--- config.mk ---
export PLATFORM = sky130hd
export DESIGN_NAME = scdd_top
export DESIGN_NICKNAME = d
export VERILOG_FILES = /design/src/hdl/scdd_pkg.sv /design/src/hdl/scdd_clk_detect.sv /design/src/hdl/scdd_top.sv
export VERILOG_INCLUDE_DIRS = /design/src /design/src/hdl
export SDC_FILE = /design/constraint.sdc
export NUM_CORES = 1
export LEC_CHECK = 0
export ABC_CLOCK_PERIOD_IN_PS = 14700
export BUFFER_PORTS_ARGS = -buffer_cell sky130_fd_sc_hd__buf_2
export CAP_MARGIN = 20
export CORE_MARGIN = 4
export CORE_UTILIZATION = 30
export DETAILED_ROUTE_END_ITERATION = 10
export PLACE_DENSITY = 0.46
export SETUP_SLACK_MARGIN = 0.02
export SYNTH_ARGS = -nofsm -noshare
export SYNTH_HDL_FRONTEND = slang
export SYNTH_SLANG_ARGS = --single-unit
--- constraint.sdc ---
create_clock -name clk -period 14.7 [get_ports clk]
set_input_delay 4.41 -clock clk [delete_from_list [all_inputs] [get_ports clk]]
set_output_delay 4.41 -clock clk [all_outputs]
set_load 0.01 [all_outputs]
--- src/hdl/scdd_cfg.svh ---
`ifndef SCDD_CFG_SVH
`define SCDD_CFG_SVH

// Register offsets
`define SCDD_ADDR_SKEW      12'h10A
`define SCDD_ADDR_DLY_MODE  12'h110
`define SCDD_ADDR_SF_DLY    12'h111
`define SCDD_ADDR_FINE_DLY  12'h112
`define SCDD_ADDR_DET_CTL   12'h11A
`define SCDD_ADDR_LOCK_STS  12'h11B
`define SCDD_ADDR_DCS1_CTL  12'h11C

// Field positions
`define SCDD_POS_SKEW_MSB   1
`define SCDD_POS_SKEW_LSB   0
`define SCDD_NEG_SKEW_MSB   3
`define SCDD_NEG_SKEW_LSB   2
`define SCDD_MODE_MSB       2
`define SCDD_MODE_LSB       0
`define SCDD_THR_MSB        4
`define SCDD_THR_LSB        3
`define SCDD_LOCK_BIT       0
`define SCDD_DCS_PWR_BIT    0
`define SCDD_DCS_EN_BIT     1

// Reset values
`define SCDD_RST_SKEW       4'h0
`define SCDD_RST_DLY_MODE   3'h0
`define SCDD_RST_SF_DLY     8'h00
`define SCDD_RST_FINE_DLY   8'hC0
`define SCDD_RST_DET_CTL    8'h09
`define SCDD_RST_DCS1_CTL   8'h08

// Mode codes and limits
`define SCDD_MODE_OFF       3'h0
`define SCDD_MODE_RSVD      3'h1
`define SCDD_MODE_FINE16    3'h2
`define SCDD_MODE_FINE16_LJ 3'h3
`define SCDD_MODE_FINE192   3'h4
`define SCDD_MODE_FINE192_B 3'h5
`define SCDD_MODE_FULL      3'h6
`define SCDD_FINE16_MAX     8'h10
`define SCDD_FINE_MAX       8'hC0
`define SCDD_SF_MAX         8'h80
`define SCDD_THR_HIGH_RATE  2'h1
`define SCDD_THR_LOW_RATE   2'h3

// Step sizes in femtoseconds: 1.725 ps and 0.25 ps
`define SCDD_FINE_STEP_FS   20'h006BD
`define SCDD_SF_STEP_FS     20'h000FA

// Clock detector window in clk cycles, minimum counts in sensed edges per window
`define SCDD_DET_WIN_LAST   8'h3F
`define SCDD_DET_MIN_HIGH   8'h10
`define SCDD_DET_MIN_LOW    8'h08

`endif

--- src/hdl/scdd_pkg.sv ---
package scdd_pkg;

  typedef enum logic [2:0] {
    SCDD_DLY_OFF,
    SCDD_DLY_FINE16,
    SCDD_DLY_FINE16_LJ,
    SCDD_DLY_FINE192,
    SCDD_DLY_FULL
  } scdd_dly_mode_t;

  typedef enum logic [1:0] {
    SCDD_DET_NO_CLK,
    SCDD_DET_ACQUIRE,
    SCDD_DET_LOCKED
  } scdd_det_state_t;

endpackage

--- src/hdl/scdd_clk_detect.sv ---
`include "scdd_cfg.svh"

module scdd_clk_detect
  import scdd_pkg::*;
(
  input  wire logic       clk,        // System clock
  input  wire logic       rstn,       // Synchronous reset, active low
  input  wire logic       sclk_tick,  // One pulse per sensed sample clock edge
  input  wire logic [1:0] threshold,  // Detection threshold code
  output logic            locked      // Clock detected and locked
);

  scdd_det_state_t state;
  scdd_det_state_t next_state;
  logic [7:0]      win_cnt;
  logic [7:0]      tick_cnt;

  wire       win_end  = (win_cnt == `SCDD_DET_WIN_LAST);
  // Slow clocks give fewer edges per window, so the bar is lower
  wire [7:0] need     = (threshold == `SCDD_THR_LOW_RATE) ? `SCDD_DET_MIN_LOW
                                                          : `SCDD_DET_MIN_HIGH;
  wire       tick_sat = (tick_cnt == 8'hFF);
  wire       win_ok   = (tick_cnt >= need);

  always_comb
  begin
    next_state = state;
    if (win_end)
    begin
      unique case (state)
        SCDD_DET_NO_CLK:  next_state = win_ok ? SCDD_DET_ACQUIRE : SCDD_DET_NO_CLK;
        SCDD_DET_ACQUIRE: next_state = win_ok ? SCDD_DET_LOCKED : SCDD_DET_NO_CLK;
        SCDD_DET_LOCKED:  next_state = win_ok ? SCDD_DET_LOCKED : SCDD_DET_NO_CLK;
        default:          next_state = SCDD_DET_NO_CLK;
      endcase
    end
  end

  always_ff @(posedge clk)
  begin
    if (!rstn)
    begin
      state    <= SCDD_DET_NO_CLK;
      win_cnt  <= 8'h00;
      tick_cnt <= 8'h00;
      locked   <= 1'b0;
    end
    else
    begin
      state    <= next_state;
      win_cnt  <= win_end ? 8'h00 : win_cnt + 8'h01;
      tick_cnt <= win_end ? 8'h00 : tick_cnt + {7'h00, sclk_tick & ~tick_sat};
      locked   <= (next_state == SCDD_DET_LOCKED);
    end
  end

endmodule

--- src/hdl/scdd_top.sv ---
// Functional notes
// - Positive skew window: zero to one-and-half clocks
// - Modes 000/010/011: none, fine, low-jitter, 0-16
// - Mode 100 full fine; 001 reserved
// - Mode 101 behaves exactly as 100
// - Mode 110 adds super-fine over 128 steps
// - Super-fine count, 0.25 ps steps, resets zero
// - Fine count, 1.725 ps steps, resets 0xC0
// - Status bit shows detected and locked clock
// - Stabilizer: power before enable, else bypassed
// - Step values act only in enabling mode
// - Negative skew window mirrors positive encoding
`include "scdd_cfg.svh"

module scdd_top
  import scdd_pkg::*;
(
  input  wire logic        clk,                  // System clock, 10 MHz
  input  wire logic        rstn,                 // Synchronous reset, active low
  input  wire logic [11:0] reg_addr,             // Register address
  input  wire logic [7:0]  reg_wdata,            // Register write data
  input  wire logic        reg_wr,               // Write strobe
  input  wire logic        reg_rd,               // Read strobe
  output logic      [7:0]  reg_rdata,            // Read data, cycle after strobe
  input  wire logic        sclk_tick,            // Sensed sample clock edge pulse
  output logic      [1:0]  pos_skew_half,        // Positive skew, half device clocks
  output logic      [1:0]  neg_skew_half,        // Negative skew, half device clocks
  output logic             fine_en,              // Fine delay stage on
  output logic             fine_low_jitter,      // Fine delay low-jitter variant
  output logic             superfine_en,         // Super-fine stage on
  output logic      [7:0]  fine_steps,           // Applied fine step count
  output logic      [7:0]  superfine_steps,      // Applied super-fine step count
  output logic             fine_step_range_err,  // Programmed count beyond mode range
  output logic      [19:0] delay_total_fs,       // Total applied delay in fs
  output logic             delay_update,         // Pulse when applied delay changes
  output logic             dcs1_power_up,        // Stabilizer one powered
  output logic             dcs1_active,          // Stabilizer one in the path
  output logic             clk_locked            // Input clock detected and locked
);

  // Register storage
  logic [3:0]  skew_ctl;
  logic [2:0]  clock_delay_mode;
  logic [7:0]  clock_superfine_delay;
  logic [7:0]  clock_fine_delay;
  logic [7:0]  clock_detect_control;
  logic [7:0]  duty_stabilizer_one_control;
  logic        dcs1_power_held;
  logic        det_locked;

  // Decoded mode and effective stage values
  scdd_dly_mode_t dly_mode;
  logic           next_fine_en;
  logic           next_fine_low_jitter;
  logic           next_superfine_en;
  logic [7:0]     next_fine_steps;
  logic [7:0]     next_superfine_steps;
  logic           next_range_err;
  logic [19:0]    next_delay_total_fs;
  logic [7:0]     next_rdata;

  // Address decode
  wire sel_skew  = (reg_addr == `SCDD_ADDR_SKEW);
  wire sel_mode  = (reg_addr == `SCDD_ADDR_DLY_MODE);
  wire sel_sf    = (reg_addr == `SCDD_ADDR_SF_DLY);
  wire sel_fine  = (reg_addr == `SCDD_ADDR_FINE_DLY);
  wire sel_det   = (reg_addr == `SCDD_ADDR_DET_CTL);
  wire sel_sts   = (reg_addr == `SCDD_ADDR_LOCK_STS);
  wire sel_dcs1  = (reg_addr == `SCDD_ADDR_DCS1_CTL);

  wire wr_skew   = reg_wr & sel_skew;
  wire wr_mode   = reg_wr & sel_mode;
  wire wr_sf     = reg_wr & sel_sf;
  wire wr_fine   = reg_wr & sel_fine;
  wire wr_det    = reg_wr & sel_det;
  wire wr_dcs1   = reg_wr & sel_dcs1;

  // Read-back words; unused upper bits read as zero
  wire [7:0] rd_skew = {4'h0, skew_ctl};
  wire [7:0] rd_mode = {5'h00, clock_delay_mode};
  wire [7:0] rd_sts  = {7'h00, det_locked};

  assign next_rdata = sel_skew ? rd_skew :
                      sel_mode ? rd_mode :
                      sel_sf   ? clock_superfine_delay :
                      sel_fine ? clock_fine_delay :
                      sel_det  ? clock_detect_control :
                      sel_sts  ? rd_sts :
                      sel_dcs1 ? duty_stabilizer_one_control :
                      8'h00;

  // Skew window register, positive and negative halves
  always_ff @(posedge clk)
  begin
    if (!rstn)
      skew_ctl <= `SCDD_RST_SKEW;
    else if (wr_skew)
      skew_ctl <= reg_wdata[3:0];
  end

  // Mode register; reserved bits are not stored
  always_ff @(posedge clk)
  begin
    if (!rstn)
      clock_delay_mode <= `SCDD_RST_DLY_MODE;
    else if (wr_mode)
      clock_delay_mode <= reg_wdata[`SCDD_MODE_MSB:`SCDD_MODE_LSB];
  end

  // Step count registers
  always_ff @(posedge clk)
  begin
    if (!rstn)
    begin
      clock_superfine_delay <= `SCDD_RST_SF_DLY;
      clock_fine_delay      <= `SCDD_RST_FINE_DLY;
    end
    else
    begin
      if (wr_sf)
        clock_superfine_delay <= reg_wdata;
      if (wr_fine)
        clock_fine_delay <= reg_wdata;
    end
  end

  // Detection threshold; reserved bits stay writable as stored bits
  always_ff @(posedge clk)
  begin
    if (!rstn)
      clock_detect_control <= `SCDD_RST_DET_CTL;
    else if (wr_det)
      clock_detect_control <= reg_wdata;
  end

  // Stabilizer one control
  always_ff @(posedge clk)
  begin
    if (!rstn)
      duty_stabilizer_one_control <= `SCDD_RST_DCS1_CTL;
    else if (wr_dcs1)
      duty_stabilizer_one_control <= reg_wdata;
  end

  // Read port: data stand one cycle only
  always_ff @(posedge clk)
  begin
    if (!rstn)
      reg_rdata <= 8'h00;
    else if (reg_rd)
      reg_rdata <= next_rdata;
    else
      reg_rdata <= 8'h00;
  end

  // Skew windows, both fields share one encoding
  always_ff @(posedge clk)
  begin
    if (!rstn)
    begin
      pos_skew_half <= 2'h0;
      neg_skew_half <= 2'h0;
    end
    else
    begin
      pos_skew_half <= skew_ctl[`SCDD_POS_SKEW_MSB:`SCDD_POS_SKEW_LSB];
      neg_skew_half <= skew_ctl[`SCDD_NEG_SKEW_MSB:`SCDD_NEG_SKEW_LSB];
    end
  end

  // Mode decode; reserved 001 and unlisted 111 fall back to no delay
  always_comb
  begin
    unique case (clock_delay_mode)
      `SCDD_MODE_OFF:       dly_mode = SCDD_DLY_OFF;
      `SCDD_MODE_FINE16:    dly_mode = SCDD_DLY_FINE16;
      `SCDD_MODE_FINE16_LJ: dly_mode = SCDD_DLY_FINE16_LJ;
      `SCDD_MODE_FINE192:   dly_mode = SCDD_DLY_FINE192;
      `SCDD_MODE_FINE192_B: dly_mode = SCDD_DLY_FINE192;
      `SCDD_MODE_FULL:      dly_mode = SCDD_DLY_FULL;
      default:              dly_mode = SCDD_DLY_OFF;
    endcase
  end

  // Stage enables follow the decoded mode
  assign next_fine_en         = (dly_mode != SCDD_DLY_OFF);
  assign next_fine_low_jitter = (dly_mode == SCDD_DLY_FINE16_LJ);
  assign next_superfine_en    = (dly_mode == SCDD_DLY_FULL);

  wire short_range = (dly_mode == SCDD_DLY_FINE16) |
                     (dly_mode == SCDD_DLY_FINE16_LJ);

  // Clamp rather than pass an invalid count to the analog ladder
  wire [7:0] fine_limit = short_range ? `SCDD_FINE16_MAX : `SCDD_FINE_MAX;
  wire       fine_over  = (clock_fine_delay > fine_limit);
  wire       sf_over    = (clock_superfine_delay > `SCDD_SF_MAX);

  wire [7:0] fine_clamped = fine_over ? fine_limit : clock_fine_delay;
  wire [7:0] sf_clamped   = sf_over ? `SCDD_SF_MAX : clock_superfine_delay;

  // Steps are ignored by a stage that the mode leaves off
  assign next_fine_steps      = next_fine_en ? fine_clamped : 8'h00;
  assign next_superfine_steps = next_superfine_en ? sf_clamped : 8'h00;

  assign next_range_err = (next_fine_en & fine_over) |
                          (next_superfine_en & sf_over);

  // Sum of both stages, in femtoseconds to stay integral
  wire [19:0] fine_fs = {12'h000, next_fine_steps} * `SCDD_FINE_STEP_FS;
  wire [19:0] sf_fs   = {12'h000, next_superfine_steps} * `SCDD_SF_STEP_FS;

  assign next_delay_total_fs = fine_fs + sf_fs;

  wire delay_changed = (next_delay_total_fs != delay_total_fs) |
                       (next_fine_en != fine_en) |
                       (next_superfine_en != superfine_en) |
                       (next_fine_low_jitter != fine_low_jitter);

  // Applied delay outputs
  always_ff @(posedge clk)
  begin
    if (!rstn)
    begin
      fine_en             <= 1'b0;
      fine_low_jitter     <= 1'b0;
      superfine_en        <= 1'b0;
      fine_steps          <= 8'h00;
      superfine_steps     <= 8'h00;
      fine_step_range_err <= 1'b0;
      delay_total_fs      <= 20'h00000;
    end
    else
    begin
      fine_en             <= next_fine_en;
      fine_low_jitter     <= next_fine_low_jitter;
      superfine_en        <= next_superfine_en;
      fine_steps          <= next_fine_steps;
      superfine_steps     <= next_superfine_steps;
      fine_step_range_err <= next_range_err;
      delay_total_fs      <= next_delay_total_fs;
    end
  end

  // One-cycle notice so the analog side can resettle
  always_ff @(posedge clk)
  begin
    if (!rstn)
      delay_update <= 1'b0;
    else
      delay_update <= delay_changed;
  end

  // Enable is honoured only after power has stood a full cycle,
  // so a single write of both bits still powers up first
  wire dcs1_pwr_bit = duty_stabilizer_one_control[`SCDD_DCS_PWR_BIT];
  wire dcs1_en_bit  = duty_stabilizer_one_control[`SCDD_DCS_EN_BIT];

  always_ff @(posedge clk)
  begin
    if (!rstn)
    begin
      dcs1_power_held <= 1'b0;
      dcs1_power_up   <= 1'b0;
      dcs1_active     <= 1'b0;
    end
    else
    begin
      dcs1_power_held <= dcs1_pwr_bit;
      dcs1_power_up   <= dcs1_pwr_bit;
      dcs1_active     <= dcs1_en_bit & dcs1_pwr_bit & dcs1_power_held;
    end
  end

  // Clock presence detector
  scdd_clk_detect u_detect (
    .clk       (clk),
    .rstn      (rstn),
    .sclk_tick (sclk_tick),
    .threshold (clock_detect_control[`SCDD_THR_MSB:`SCDD_THR_LSB]),
    .locked    (det_locked)
  );

  assign clk_locked = det_locked;

endmodule

Yosys cells after proc, flatten, opt, wreduce, memory -nomap -nowiden. Index checks and enable logic that the tools add are counted.

Register bits after elaboration: 113. Input bits: 25. Output and inout port bits: 56. Logic and storage cells: 101.

Add/subtract/negate cells: 3. $mul: 2. Magnitude comparators: 3. Eq/ne operators: 25. Mux-type cells: 18. Bitwise logic cells: 19. Reduce and logical (&&, ||, !) cells: 7.

Operators with widths (number): $eq A12 B9 Y1 const B (7); $mux W8 (10); $add A19 B16 Y20 (1); $ne A20 B20 Y1 (1); $mul A8 B11 Y19 const B (1); $mul A8 B7 Y15 const B (1); $eq A3 B3 Y1 const B (4); $pmux W3 S4 (1); $and A1 B1 Y1 (11); $eq A3 B2 Y1 const B (3); $add A8 B1 Y8 (1); $add A8 B1 Y8 const B (1); $eq A8 B6 Y1 const B (1); $eq A8 B8 Y1 const B (1); $ge A8 B8 Y1 (1); $gt A8 B8 Y1 (1); $gt A8 B8 Y1 const B (1); $mux W4 (2); $eq A2 B2 Y1 const B (3); $reduce_or A2 Y1 (3); $mux W5 (1); $or A1 B1 Y1 (5); $mux W2 (2); $pmux W2 S2 (1); 9 further kinds (13).

Longest topological paths before layout.
Depth after elaboration: 15. Mapped depth: 36. Gate-level depth less buffers: 33.

Modules after synthesis. From an unflattened synthesis, not the netlist that was laid out.

Cells, all modules: 951. Area total of the unflattened synthesis: 8493.1 um^2.

Modules (own cells, without submodules): scdd_top (times used 1, cells each 859, area each 7631.1 um^2, seq. area each 1861.8 um^2); scdd_clk_detect (times used 1, cells each 92, area each 862.1 um^2, seq. area each 380.4 um^2).

Least setup slack after synthesis. OpenSTA, ideal clock, no wires.

Kind: register to register. From: register clock_delay_mode[2]. To: register delay_update. Library setup time: 0.137 ns. Arrival time: 8.406 ns. Data required time: 14.563 ns. Path slack: 6.157 ns. Cell stages (with the launch flop): 34. Buffers on the path: 2. Period minus slack after synthesis: 8.543 ns. Path through: dfxtp_1 clkbuf_1 and3b_1 nor2b_1 clkbuf_1 and2_1 inv_1 fa_1 xnor2_1 ha_1 fa_1 inv_1 fa_1 inv_1 ha_1 o21ai_0 a21boi_0 o21ai_0 a21oi_1 nand2b_1 fa_1 fa_1 fa_1 fa_1 inv_1 ha_1 nor4b_1 a2111o_1 a2111o_1 a2111oi_2 and4_1 nand4_1 nor4b_2 a41oi_1.

Elaborated cells between the ends (all ways): 27. Classes of those cells: add/sub (1); mul (2); order compare (1); eq/ne (12); mux (5); bitwise (4); reduce/logical (2).

RTL lines: from (decl) (RTL line scdd_top.sv:43) `logic [2:0] clock_delay_mode;`; from (signal assigned) (RTL line scdd_top.sv:105) `` clock_delay_mode <= `SCDD_RST_DLY_MODE; ``; from (signal assigned) (RTL line scdd_top.sv:107) `` clock_delay_mode <= reg_wdata[`SCDD_MODE_MSB:`SCDD_MODE_LSB]; ``; $eq A3 B3 Y1 (RTL line scdd_top.sv:174) `unique case (clock_delay_mode)`; $reduce_or A2 Y1 (no line); $pmux W3 S4 * (RTL line scdd_top.sv:174); $eq A3 B3 Y1 * (RTL line scdd_top.sv:188) `assign next_superfine_en = (dly_mode == SCDD_DLY_FULL);`; $mux W8 * (RTL line scdd_top.sv:203) `assign next_superfine_steps = next_superfine_en ? sf_clamped : 8'h00;`; via next_superfine_steps[2] (RTL line scdd_top.sv:57) `logic [7:0] next_superfine_steps;`; $mul A8 B7 Y15 (no line) *; $add A19 B16 Y20 * (RTL line scdd_top.sv:212) `assign next_delay_total_fs = fine_fs + sf_fs;`; $ne A20 B20 Y1 * (RTL line scdd_top.sv:214) `wire delay_changed = (next_delay_total_fs != delay_total_fs) |`; $or A1 B1 Y1 * (RTL line scdd_top.sv:214); $or A1 B1 Y1 * (RTL line scdd_top.sv:215) `(next_fine_en != fine_en) |`; $or A1 B1 Y1 * (RTL line scdd_top.sv:216) `(next_superfine_en != superfine_en) |`; to (signal assigned) (RTL line scdd_top.sv:250) `delay_update <= delay_changed;`; to (decl) (RTL line scdd_top.sv:35) `output logic delay_update,`.

Mark *: on every way through the listed nets, which the timed path passes. The rest lies on a longest branch. A chain may end at the register's enable or synchronous reset.

Worst setup path in the final report. Same ends and word-level chain as after synthesis.

==> metrics.md <==
| Metric | Value |
|---|---|
| Share of layout cells above drive strength 1 | between 10% and 20% |
| Rel. slew slack | roughly 44% |
| Register area share after synthesis | between 20% and 30% |
| Port buffer count | 80 |
| Post-synthesis area per instance | slightly below 9 um2 |
| Synth Flop Type | dfxtp_1 |
| Crit Reg-Reg Startpoint | clock_delay_mode[2]$_SDFFE_PN0P_ |
| Clock-pin slew on the worst setup and hold paths | approximately 80 ps |
| DIE AREA | 31,100 um2 |
| Crit-path most repeated cell | fa_1 |
| First-pass DRT Iterations | 5 |
| F_max | between 0.1 and 0.15 GHz |
| CP required | roughly 15,000 ps |
| DIE HEIGHT | 176 um |
| Post-synth EDFFs | 0 |
| Clock period minus worst slack | approximately 9500 ps |
| CTS tree | built |
| CTS resizes | 0 |
| DRT antenna net count | 0 |
| Clk root buf | clkbuf_16 |
| Total clock sinks | between 100 and 150 |
| Fin Clk Skew | between 15 and 20 ps |
| Post-synthesis instance total | 970 |
| Nets | approximately 1,200 |
| Max reg flops | 19 |
| Critical Path Start Type | flip-flop |
| Final Cycle Share | 64.5% |
| Min-delay src | duty_stabilizer_one_control[6]$_SDFFE_PN0P_ |
| Gpl congestion | 0.833 |
| Cell Rows | 61 |
| Synth unique cells | 66 |
| Clk_lat worst skew | 350 ps |
| Critical Path Max Stage Delay | between 500 and 600 ps |
| Status | complete, no violations |
| CP Class | reg2reg |
| Worst vdd ir | about 53 uV |
| Critical path's slowest cell | o21ai_0 |
| Overall power | roughly 0.57 mW |
| Largest net degree at the start of global routing | 49 |
| Ys Warns | 0 |
| Syn Std Cell Area | between 8000 and 9000 um2 |
| # diodes | 0 |
| Top delay family on crit path | adder cells |
| Seq cells post-synth | about 110 |
| Post-CTS Setup Bufs | 0 |
| Deepest clock path buffer count | 2 |
| Power density cells | between 50 and 60 nW/um2 |
| All-Layer GR Usage | approximately 14% |
| Final Hold Vio Count | 0 |
| Worst min-delay path endpoint | duty_stabilizer_one_control[6]$_SDFFE_PN0P_ |
| Syn-to-layout area delta | 12.4% |
| Worst Max-Slew Pin Slew | between 800 and 900 ps |
| Ports | 81 |
| Crit-path max FO | 11 |
| Post-route cell area | roughly 9600 um2 |
| Core footprint | approximately 28,000 um2 |
| Max Cap Viol | 0 |
| Hold_buf cts | 0 |
| Detail Placement HPWL | ~18,000 um |
| Residual DRC | 0 |
| Leak | about 4.7 nW |
| Vias in the first global route | ~6,700 |
| H-tree depth | 3 |
| Ys async rst share | 0% |
| Cell Area, Placed | 9270 um2 |
| Flop2flop setup slack | approximately 5200 ps |
| Setup Viol. Count Final | 0 |
| Total of fill cells in the finished design | between 2,000 and 3,000 |
| CP Capture Type | flip-flop |
| Num CTS Buffers | 9 |
| Initial DRC Count | slightly above 300 |
| Worst reg2reg endpoint | delay_update$_SDFF_PN0_ |
| Initial Utilization | about 31% |
| Congestion Overflow GR | 0 |
| Routed wire length | between 20,000 and 25,000 um |
| RSZ-0062 raised after global routing | false |
| CP arrival | roughly 9700 ps |
| Reg2Reg Depth | 31 |
| Hold Path Depth | 2 |
| Routed vias | roughly 6,600 |
| WL/cell | approximately 16 um |
| Final slew viol count | 0 |
| Reg with most FFs | delay_total_fs |
| Antenna violations before repair | 0 |
| Sum of negative setup slack | 0 ps |
| Mapped Nets | 1,155 |
| Final hold slack | approximately 450 ps |
| Buf+Inv Stages, Crit Path | 4 |
| Vias per std cell | 4.67 |
| First-pass GRT wire length | approximately 36,000 um |
| Hold crit path type | reg2reg |
| Die W | approximately 180 um |
==> final cells by class <==
| type | count | area (um2) | area share [%] |
|---|---|---|---|
| inverters | 144 | 541 | 5.65 |
| repair buffers | 85 | 438 | 4.58 |
| well taps | 378 | 473 | 4.94 |
| clock inverters | 5 | 50.0 | 0.523 |
| clock buffers | 11 | 243 | 2.54 |
| multi-input cells | 680 | 5580 | 58.3 |
| flip-flops and latches | 112 | 2240 | 23.4 |
==> cells in the final DEF, fill, tap and decap left out, drive strengths merged, types with 13 or more instances in the layout <==
cell type,instances
inv,146
dfxtp,112
ha,96
nand2,89
buf,85
fa,64
nor2,63
a21oi,62
nand3,57
xnor2,32
and2,27
xor2,20
o21ai,17
nor3,15
and3,13
==> metrics by stage <==
| stage | cells | utilization [%] | setup slack [ps] |
|---|---|---|---|
| detailed placement | 1398 | 33.3 | 5250 |
| finish | 1415 | 34.4 | 5220 |
| CTS | 1414 | 34.3 | 5230 |
| floorplan | 970 | - | 6160 |
| global route | 1415 | 34.4 | 4260 |
| global placement | 1398 | 33.3 | 5480 |
==> worst min-delay path, stage by stage (launching register included) <==
cell,delay [ps]
dfxtp_1,310
nand2_1,50
a21oi_1,50
==> cells in the mapped netlist, types with 11 or more instances <==
cell | n | area, um2
a21oi_1 | 62 | 310
a22oi_1 | 11 | 82.6
and2_1 | 26 | 163
and3_1 | 13 | 81.3
clkbuf_1 | 24 | 90.1
dfxtp_1 | 112 | 2240
fa_1 | 64 | 1280
ha_1 | 96 | 1200
inv_1 | 144 | 541
nand2_1 | 89 | 334
nand3_1 | 57 | 285
nor2_1 | 62 | 233
nor3_1 | 14 | 70.1
o21ai_0 | 17 | 85.1
xnor2_1 | 32 | 280
xor2_1 | 20 | 175
==> how the worst max path moves through the flow <==
stage / startpoint / end / slack, ps / cells after the start
after floorplan: clock_delay_mode[2]$_SDFFE_PN0P_ / delay_update$_SDFF_PN0_ / 6160 / 33
after global placement: clock_delay_mode[2]$_SDFFE_PN0P_ / delay_update$_SDFF_PN0_ / 5480 / 31
after detailed placement: clock_delay_mode[2]$_SDFFE_PN0P_ / delay_update$_SDFF_PN0_ / 5250 / 31
after CTS: clock_delay_mode[2]$_SDFFE_PN0P_ / delay_update$_SDFF_PN0_ / 5230 / 31
after global routing: clock_delay_mode[2]$_SDFFE_PN0P_ / delay_update$_SDFF_PN0_ / 4260 / 31
final: clock_delay_mode[2]$_SDFFE_PN0P_ / delay_update$_SDFF_PN0_ / 5220 / 31
==> cells by family after synthesis <==
logic type,share of synthesized area (%)
AOI/OAI and AO/OA,11.9
buffers and inverters,8.11
DFF,26.3
adders and majority gates,29.1
muxes,0.470
and+or+nand+nor,18.5
xor gates and xnor gates,5.61
==> per-layer routing <==
| metal | up-vias | wire length (um) | track usage (%) | share of wire [%] |
|---|---|---|---|---|
| met2 | 113 | 10200 | 24.0 | 46 |
| met1 | 3133 | 11000 | 20.3 | 50 |
| li1 | 3355 | - | - | - |
| met4 | 0 | 136 | 2.29 | 0.62 |
| met5 | - | 0 | 0 | 0 |
| met3 | 11 | 734 | 2.36 | 3.3 |
==> where the power goes <==
group | total, mW | switching [mW] | internal, mW
Combinational | 0.0177 | 0.0127 | 0.00507
Sequential | 0.306 | 0.00118 | 0.304
Clock | 0.248 | 0.125 | 0.123
Total | 0.572 | 0.139 | 0.433
Power figures use the tool's default switching activity.
